`src/core/pfm_cfg.svh`:
```
// Purpose: shared constants of the predriver fault manager
// Assumes: 100 MHz reference clock
// Notes:   report bit positions and filter timing
`ifndef PFM_CFG_SVH
`define PFM_CFG_SVH

`define PFM_CLK_MHZ        100
`define PFM_SAT_FILTER_US  10
`define PFM_SAT_FILTER_CYC (`PFM_SAT_FILTER_US * `PFM_CLK_MHZ)
`define PFM_RPT_W          5
`define PFM_BIT_OC         0
`define PFM_BIT_OL         1
`define PFM_BIT_STB        2
`define PFM_BIT_STG        3
`define PFM_BIT_OV         4
`define PFM_RPT_CLEAR      5'h00

`endif

```
`src/core/pfm_pkg.sv`:
```
// Purpose: types of the predriver fault manager
// Assumes: nothing beyond the config header
// Notes:   protection state of one control cycle
package pfm_pkg;
    typedef enum logic [1:0] {
        PFM_PROT_NONE,
        PFM_PROT_OFF,
        PFM_PROT_CLAMP_ON
    } pfm_prot_t;
endpackage : pfm_pkg

```
`src/core/pfm_sat_filter.sv`:
```
// Purpose: persistence filter for one saturation comparator
// Assumes: comparator input already synchronous to the clock
// Notes:   fires once per persistence run, restarts when disarmed
`timescale 1ns/1ps
`include "pfm_cfg.svh"

module pfm_sat_filter
    import pfm_pkg::*;
#(
    parameter int FILTER_CYC = `PFM_SAT_FILTER_CYC
)
(
    input  wire logic i_ref_clk,
    input  wire logic i_rst_n,
    input  wire logic i_arm,
    input  wire logic i_cmp,
    output logic      o_detect
);
    localparam int CW = $clog2(FILTER_CYC + 1);

    initial
    begin
        if (FILTER_CYC < 1)
            $error("pfm_sat_filter: FILTER_CYC must be at least 1");
    end

    logic [CW-1:0] cnt_reg;

    // counter restarts whenever drive is off or comparator drops
    always_ff @(posedge i_ref_clk)
    begin
        if (!i_rst_n || !i_arm || !i_cmp)
            cnt_reg <= '0;
        else if (cnt_reg != CW'(FILTER_CYC))
            cnt_reg <= cnt_reg + CW'(1);
    end

    // single pulse when the condition has lasted the full filter time
    always_ff @(posedge i_ref_clk)
    begin
        if (!i_rst_n)
            o_detect <= 1'b0;
        else
            o_detect <= i_arm && i_cmp && (cnt_reg == CW'(FILTER_CYC - 1));
    end
endmodule : pfm_sat_filter

```
`src/core/pfm_fault_manager.sv`:
```
// Purpose: fault detection, protection latching and fault report for a
//          high-side plus clamp predriver
// Assumes: all inputs synchronous to i_ref_clk; comparators already
//          threshold-selected by the analog front end from o_*_thr_high
// Notes:   report loads into the shift register only while select is high
//          filter length is a parameter; the default is 10 us at 100 MHz
//          protection and report are cleared by separate events
`timescale 1ns/1ps
`include "pfm_cfg.svh"

module pfm_fault_manager
    import pfm_pkg::*;
#(
    parameter int SAT_FILTER_CYC = `PFM_SAT_FILTER_CYC
)
(
    input  wire logic                  i_ref_clk,
    input  wire logic                  i_rst_n,
    input  wire logic                  i_drive_enable_in,
    input  wire logic                  i_cycle_control_in,
    input  wire logic                  i_spi_select_n,
    input  wire logic                  i_loop_state,
    input  wire logic                  i_hs_request,
    input  wire logic                  i_clamp_request,
    input  wire logic                  i_hs_sat_cmp,
    input  wire logic                  i_clamp_sat_cmp,
    input  wire logic                  i_overcurrent,
    input  wire logic                  i_overvoltage,
    input  wire logic                  i_ov_interrupt_enable,
    input  wire logic                  i_hs_sat_threshold_sel,
    input  wire logic                  i_clamp_sat_threshold_sel,
    output logic                       o_high_side_drive,
    output logic                       o_clamp_drive,
    output logic                       o_fault_flag_n,
    output logic                       o_hs_thr_high,
    output logic                       o_clamp_thr_high,
    output logic [`PFM_RPT_W-1:0]      o_fault_report,
    output logic [`PFM_RPT_W-1:0]      o_shift_load_data,
    output logic                       o_shift_load
);
    // a zero-length filter would fire on the first saturated edge
    initial
    begin
        if (SAT_FILTER_CYC < 1)
            $error("pfm_fault_manager: SAT_FILTER_CYC must be at least 1");
    end

    // registered history and decoded events; the detectors compare the
    // current input with the last sampled value, so an event is seen in
    // the same cycle the input changes
    logic           ena_d_reg;
    logic           ctl_d_reg;
    logic           sel_d_reg;
    logic           loop_d_reg;
    logic           toggled_reg;
    pfm_prot_t      prot_reg;
    logic [`PFM_RPT_W-1:0] rpt_reg;
    logic           prio_lock;
    logic           cycle_on;
    logic           cycle_start;
    logic           cycle_end;
    logic           sel_rise;
    logic           hs_on;
    logic           clamp_on;
    logic           hs_sat;
    logic           clamp_sat;
    logic           ov_act;
    logic           destructive;

    // edge history of the control and select inputs
    // select resets high so a release of reset never reads as a rising edge
    always_ff @(posedge i_ref_clk)
    begin
        if (!i_rst_n)
        begin
            ena_d_reg  <= 1'b0;
            ctl_d_reg  <= 1'b0;
            sel_d_reg  <= 1'b1;
            loop_d_reg <= 1'b0;
        end
        else
        begin
            ena_d_reg  <= i_drive_enable_in;
            ctl_d_reg  <= i_cycle_control_in;
            sel_d_reg  <= i_spi_select_n;
            loop_d_reg <= i_loop_state;
        end
    end

    // a cycle begins when either input rises while the other is high
    // cycle_end is one cycle wide; open-load evaluation keys on it
    // a drop and a new rise in the next cycle are two separate events
    assign cycle_on    = i_drive_enable_in && i_cycle_control_in;
    assign cycle_start = cycle_on && !(ena_d_reg && ctl_d_reg);
    assign cycle_end   = !cycle_on && ena_d_reg && ctl_d_reg;
    assign sel_rise    = i_spi_select_n && !sel_d_reg;

    // drives follow the loop request unless protection holds them
    assign hs_on    = o_high_side_drive;
    assign clamp_on = o_clamp_drive;

    // one filter per switch; arm drops as soon as the drive turns off, so a
    // switch that protection has opened cannot keep a stale count
    pfm_sat_filter #(
        .FILTER_CYC (SAT_FILTER_CYC)
    ) u_hs_filter (
        .i_ref_clk  (i_ref_clk),
        .i_rst_n    (i_rst_n),
        .i_arm      (cycle_on && hs_on),
        .i_cmp      (i_hs_sat_cmp),
        .o_detect   (hs_sat)
    );

    pfm_sat_filter #(
        .FILTER_CYC (SAT_FILTER_CYC)
    ) u_clamp_filter (
        .i_ref_clk  (i_ref_clk),
        .i_rst_n    (i_rst_n),
        .i_arm      (cycle_on && clamp_on),
        .i_cmp      (i_clamp_sat_cmp),
        .o_detect   (clamp_sat)
    );

    // overvoltage only interrupts when enabled
    assign ov_act      = i_overvoltage && i_ov_interrupt_enable;
    // destructive faults all end in the same off state; overcurrent also
    // acts outside a cycle, saturation only while its filter is armed
    assign destructive = hs_sat || clamp_sat || i_overcurrent;

    // threshold selects go straight to the analog comparators
    // registered so the front end sees a clean level after a config change
    always_ff @(posedge i_ref_clk)
    begin
        if (!i_rst_n)
        begin
            o_hs_thr_high    <= 1'b0;
            o_clamp_thr_high <= 1'b0;
        end
        else
        begin
            o_hs_thr_high    <= i_hs_sat_threshold_sel;
            o_clamp_thr_high <= i_clamp_sat_threshold_sel;
        end
    end

    // protection latch: a new cycle releases it, but a fault in that same
    // cycle wins so a persistent short is never missed
    // off beats clamp-on: a short with the clamp held on would keep
    // stressing the switch
    always_ff @(posedge i_ref_clk)
    begin
        if (!i_rst_n)
            prot_reg <= PFM_PROT_NONE;
        else if (destructive && (cycle_on || i_overcurrent))
            prot_reg <= PFM_PROT_OFF;
        else if (ov_act && cycle_on && prot_reg != PFM_PROT_OFF)
            prot_reg <= PFM_PROT_CLAMP_ON;
        else if (cycle_start)
            prot_reg <= PFM_PROT_NONE;
    end

    // drive outputs: low outside a cycle, overridden by protection
    // registered so every pin comes from a flip-flop; the cost is one
    // cycle of latency from loop request to pin
    always_ff @(posedge i_ref_clk)
    begin
        if (!i_rst_n)
        begin
            o_high_side_drive <= 1'b0;
            o_clamp_drive     <= 1'b0;
        end
        else if (destructive)
        begin
            o_high_side_drive <= 1'b0;
            o_clamp_drive     <= 1'b0;
        end
        else if (ov_act && cycle_on && prot_reg != PFM_PROT_OFF)
        begin
            o_high_side_drive <= 1'b0;
            o_clamp_drive     <= 1'b1;
        end
        else
        begin
            unique case (prot_reg)
                PFM_PROT_OFF:
                begin
                    // only the first edge of a new cycle may turn a switch on
                    o_high_side_drive <= cycle_start && i_hs_request;
                    o_clamp_drive     <= cycle_start && i_clamp_request
                                         && !i_hs_request;
                end
                PFM_PROT_CLAMP_ON:
                begin
                    o_high_side_drive <= cycle_start && i_hs_request;
                    o_clamp_drive     <= cycle_on && !(cycle_start && i_hs_request);
                end
                default:
                begin
                    // cross-conduction guard: high side wins the request
                    o_high_side_drive <= cycle_on && i_hs_request;
                    o_clamp_drive     <= cycle_on && i_clamp_request && !i_hs_request;
                end
            endcase
        end
    end

    // loop state change tracking across the control cycle
    // any change of the loop input while the cycle runs proves load current;
    // the mark restarts at each cycle start so one cycle never covers the next
    always_ff @(posedge i_ref_clk)
    begin
        if (!i_rst_n)
            toggled_reg <= 1'b0;
        else if (cycle_start)
            toggled_reg <= 1'b0;
        else if (cycle_on && (i_loop_state != loop_d_reg))
            toggled_reg <= 1'b1;
    end

    // lock means a priority bit already holds the report; overvoltage
    // counts as priority only while its interrupt is enabled
    assign prio_lock = rpt_reg[`PFM_BIT_OC] || rpt_reg[`PFM_BIT_STB]
                       || rpt_reg[`PFM_BIT_STG]
                       || (rpt_reg[`PFM_BIT_OV] && i_ov_interrupt_enable);

    // fault report: detection sets win over a same-cycle select clear
    always_ff @(posedge i_ref_clk)
    begin
        if (!i_rst_n)
            rpt_reg <= `PFM_RPT_CLEAR;
        else
        begin
            // r collects this cycle's changes before the single update
            logic [`PFM_RPT_W-1:0] r;
            r = sel_rise ? `PFM_RPT_CLEAR : rpt_reg;
            if (!prio_lock || sel_rise)
            begin
                // simultaneous detections: overcurrent takes the slot first
                if (i_overcurrent)
                    r[`PFM_BIT_OC] = 1'b1;
                else if (hs_sat)
                    r[`PFM_BIT_STG] = 1'b1;
                else if (clamp_sat)
                    r[`PFM_BIT_STB] = 1'b1;
                else if (ov_act && cycle_on)
                    r[`PFM_BIT_OV] = 1'b1;
            end
            if (i_overvoltage && !i_ov_interrupt_enable)
                r[`PFM_BIT_OV] = 1'b1;
            // open load is added last and only into an otherwise empty
            // report, so it can never hide or displace a priority fault
            if (cycle_end && !toggled_reg && r == `PFM_RPT_CLEAR)
                r[`PFM_BIT_OL] = 1'b1;
            rpt_reg <= r;
        end
    end
    // the report port is the register itself, no extra stage
    assign o_fault_report = rpt_reg;

    // flag: only priority faults pull it low; sets win over the clear
    // open load and disabled overvoltage never reach this flag
    always_ff @(posedge i_ref_clk)
    begin
        if (!i_rst_n)
            o_fault_flag_n <= 1'b1;
        else if (destructive || (ov_act && cycle_on))
            o_fault_flag_n <= 1'b0;
        else if (sel_rise)
            o_fault_flag_n <= 1'b1;
    end

    // transfer to the shift register only while deselected
    // faults arriving mid-transfer do not disturb the host's read; they are
    // picked up on the first cycle after select returns high
    always_ff @(posedge i_ref_clk)
    begin
        if (!i_rst_n)
        begin
            o_shift_load      <= 1'b0;
            o_shift_load_data <= `PFM_RPT_CLEAR;
        end
        else
        begin
            o_shift_load      <= i_spi_select_n;
            o_shift_load_data <= i_spi_select_n ? rpt_reg : o_shift_load_data;
        end
    end
endmodule : pfm_fault_manager

```
`config.mk`:
```
export PLATFORM = sky130hd
export DESIGN_NAME = pfm_fault_manager
export DESIGN_NICKNAME = d
export VERILOG_FILES = /design/src/core/pfm_pkg.sv /design/src/core/pfm_sat_filter.sv /design/src/core/pfm_fault_manager.sv
export VERILOG_INCLUDE_DIRS = /design/src /design/src/core
export SDC_FILE = /design/constraint.sdc
export NUM_CORES = 1
export LEC_CHECK = 0
export BUFFER_PORTS_ARGS = -buffer_cell sky130_fd_sc_hd__buf_4
export CORE_MARGIN = 5
export CORE_UTILIZATION = 26
export CTS_CLUSTER_SIZE = 24
export DETAILED_ROUTE_END_ITERATION = 7
export GPL_ROUTABILITY_DRIVEN = 0
export PLACE_DENSITY_LB_ADDON = 0.25
export SLEW_MARGIN = 40
export SYNTH_ARGS = -nofsm -noshare
export SYNTH_HDL_FRONTEND = slang
export SYNTH_SLANG_ARGS = --single-unit
```
`constraint.sdc`:
```
create_clock -name i_ref_clk -period 2.2 [get_ports i_ref_clk]
set_clock_uncertainty 0.2 [all_clocks]
set_input_delay 0.22 -clock i_ref_clk [delete_from_list [all_inputs] [get_ports i_ref_clk]]
set_output_delay 0.22 -clock i_ref_clk [all_outputs]
set_load 0.1 [all_outputs]
```
==> results_dict.tcl <==
set metrics [dict create \
    rsz0062_at_grt "no" \
    regArea_um2 900.9 \
    ir_drop_v 0.0002262 \
    drive_gt1_share_pct 18.88 \
    swShare_pct 24.55 \
    ys_ff_latch 45 \
    yosys.area.top_type_share_pct 45.08 \
    dieWidth_um 97.67 \
    area_growth_pct 24.86 \
    multi_input_area_um2 1012 \
    reg2reg_setup_slack_ns 0.60 \
    p_per_area_nw_per_um2 671.8 \
    leakagePower_nw 0.9387 \
    die-area_um2 9538 \
    fmax_mhz 559.6 \
    startpoint_type "input pin" \
    wire_per_inst_um 11.42 \
    grt_busiest_layer "met2" \
    syn_area_um2 1998 \
    overflow 0 \
    synth_commonest_cells "dfxtp_1, nor2_1, nand2_1" \
    worst-path-max-fanout 8 \
    grt_pass1_vias 1537 \
    use_met2_pct 14.81 \
    syn-num-nets 231 \
    syn_avg_cell_area_um2 9.515 \
    num_rows 32 \
    fin_crit_sh_pct 81.22 \
    use_met1_pct 10.43 \
    nNetsFinal 269 \
    outcome "finished, final reports clean" \
    crit_arrival_ns 1.82 \
    core_area_um2 7607 \
    place_hpwl_mm 2.955 \
    post_cts_resized 0 \
    cts_setup_buffers 0 \
    synth.yosys.warnings 0 \
    drt_iter0_markers 30 \
    synthArstFlopShare_pct 0 \
    synth-seq-area-share_pct 45.08 \
    power_frac_clock_pct 38.7 \
    syn_inst 210 \
    die_h_um 97.67 \
    ys_types 44 \
    drt-total-wl_mm 4.009 \
    clk_latency_ns 0.30 \
    antennaDiodeCount 0 \
    cts_tree "done" \
    ant_nets 0 \
    clockBufferDepth 2 \
    setup_tns_ns 0 \
    min_path_type "input pin to register" \
    worstPathRequired_ns 2.24 \
    worst_setup_path_end_kind "register" \
    max_cap_violations 0 \
    drc_errors 0 \
    hold_viol 0 \
    portBuffers 30 \
    switchingPower_mw 0.4114 \
    grt_use_total_pct 8.729 \
    synthFlopType "dfxtp_1" \
    critical_path_class "input pin to register" \
    clock-sinks 45 \
    cp_slowest_cell "dlygate4sd3_1" \
    n_fill_cell 789 \
    grt_pass1_wl_mm 7.044 \
    cts_made_buffers 5 \
    yosysTopAreaCell "dfxtp_1" \
    viasPerCell 4.328 \
    setup_viol 0 \
    worst_pin_slew_ns 0.3857 \
    antenna_found_initial 0 \
    initial_core_util_pct 26.27 \
    path_buf_inv 2 \
    maxSlewHeadroom_pct 74.29 \
    grt_max_degree 27 \
    intPower_mw 1.265 \
    pin_count 31 \
    cts_htree_levels 2 \
    synth_edf_count 0 \
    cts.clk_slew.worst_paths_ns 0.08 \
    slowest_delay_ns 0.53 \
    power.share.sequential_pct 50.3 \
    crit_family "simple AND/OR/NAND/NOR gates" \
    maxSlewViolCount 0 \
    grtUsageMet3_pct 2.513 \
    power_mw 1.676 \
    combPwrFrac_pct 11.1 \
    yosysMostFrequentCell "dfxtp_1" \
    root_buffer "clkbuf_8" \
    fin_crit_ns 1.787 \
    firstDrtPassIters 4 \
    cp_cell_sequence "dlygate4sd3_1 > buf_4 > and2_1 > nand4_1 > nor4b_1 > and4b_1" \
    dr_total_vias 1519 \
    netlist_top_cells_area "dfxtp_1, xnor2_1, nor2_1" \
]
==> repair_timing <==
item	4_1_cts	5_1_grt
hold endpoints to repair	6	0
hold buffers	6	0
setup endpoints to repair	0	0
==> routing by layer <==
metal / vias up / wire (um)
met1: 694 / 1933
met2: 29 / 1849
met4: 0 / 45
met5: - / 0
li1: 792 / -
met3: 4 / 180
==> power groups by stage <==
stage / registers [mW] / clock network, mW / logic (mW)
after floorplan: 0.932 / 0 / 0.0588
after global placement: 0.862 / 0 / 0.178
after detailed placement: 0.862 / 0 / 0.178
after CTS: 0.843 / 0.680 / 0.187
after global routing: 0.845 / 0.706 / 0.199
final: 0.842 / 0.648 / 0.185
==> placed cells by master (no fill, tap or decap), types with 2 or more instances in the layout <==
| cell | netlist | routed |
|---|---|---|
| nor3_1 | 6 | 6 |
| buf_4 | 0 | 32 |
| nor2b_1 | 10 | 10 |
| nand2_1 | 13 | 13 |
| o31ai_1 | 2 | 2 |
| xnor2_1 | 10 | 10 |
| nor4_1 | 2 | 2 |
| inv_1 | 9 | 9 |
| nand4_1 | 4 | 4 |
| clkbuf_8 | 0 | 6 |
| nand3_1 | 8 | 8 |
| a32oi_1 | 2 | 2 |
| o21ai_0 | 7 | 7 |
| nand3b_1 | 3 | 3 |
| nand2b_1 | 3 | 3 |
| ha_1 | 6 | 6 |
| dfxtp_1 | 45 | 45 |
| dlygate4sd3_1 | 0 | 6 |
| and2_1 | 7 | 7 |
| and4b_1 | 2 | 2 |
| xor2_1 | 5 | 5 |
| or3_1 | 4 | 4 |
| and3_1 | 3 | 3 |
| a21oi_1 | 7 | 7 |
| mux2i_1 | 7 | 7 |
| nor2_1 | 21 | 21 |
==> final cells by class <==
cell class              instances  area share (%)
clock buffers                   6           3.310
multi-input cells             149           40.57
flip-flops and latches         45           36.11
repair buffers                 38           12.04
inverters                       9           1.354
clock inverters                 2           1.505
well taps                     102           5.115
==> per-stage QoR <==
step / util (%) / instances / hold slack, ns / area [um2] / worst slack [ns]
after floorplan: - / 210 / 0.09313 / 1998 / 0.06565
after global placement: 30.43 / 337 / 0.2311 / 2315 / 0.6373
after detailed placement: 30.43 / 337 / 0.2324 / 2315 / 0.6119
after CTS: 32.80 / 351 / 0.02301 / 2495 / 0.4069
after global routing: 32.80 / 351 / 0.03308 / 2495 / 0.2491
final: 32.80 / 351 / 0.02975 / 2495 / 0.4131
==> final timing paths <==
kind	start	endpoint	cells past startpoint
setup / recovery	i_cycle_control_in	u_hs_filter.o_detect$_SDFF_PN0_	6
hold / removal	i_rst_n	sel_d_reg$_SDFF_PN1_	2
setup reg to reg	o_fault_report[4]$_SDFF_PN0_	o_fault_report[1]$_SDFF_PN0_	4
hold reg to reg	toggled_reg$_SDFFE_PP0P_	toggled_reg$_SDFFE_PP0P_	2
==> cells by family after synthesis <==
| kind of cell | after synthesis | synth area share [%] |
|---|---|---|
| simple gates | 95 | 27.93 |
| flops | 45 | 45.08 |
| compound gates | 26 | 8.892 |
| buf+inv | 16 | 4.257 |
| xor+xnor | 15 | 6.575 |
| mux | 7 | 3.507 |
| fa+ha+maj | 6 | 3.757 |
==> worst register-to-register path, cell delays in order (launching register included) <==
cell and delay (ns):
dfxtp_1 0.42, and2_1 0.22, o41ai_2 0.09, a222oi_1 0.38
a41o_1 0.23
(Power assumes the default switching activity.)
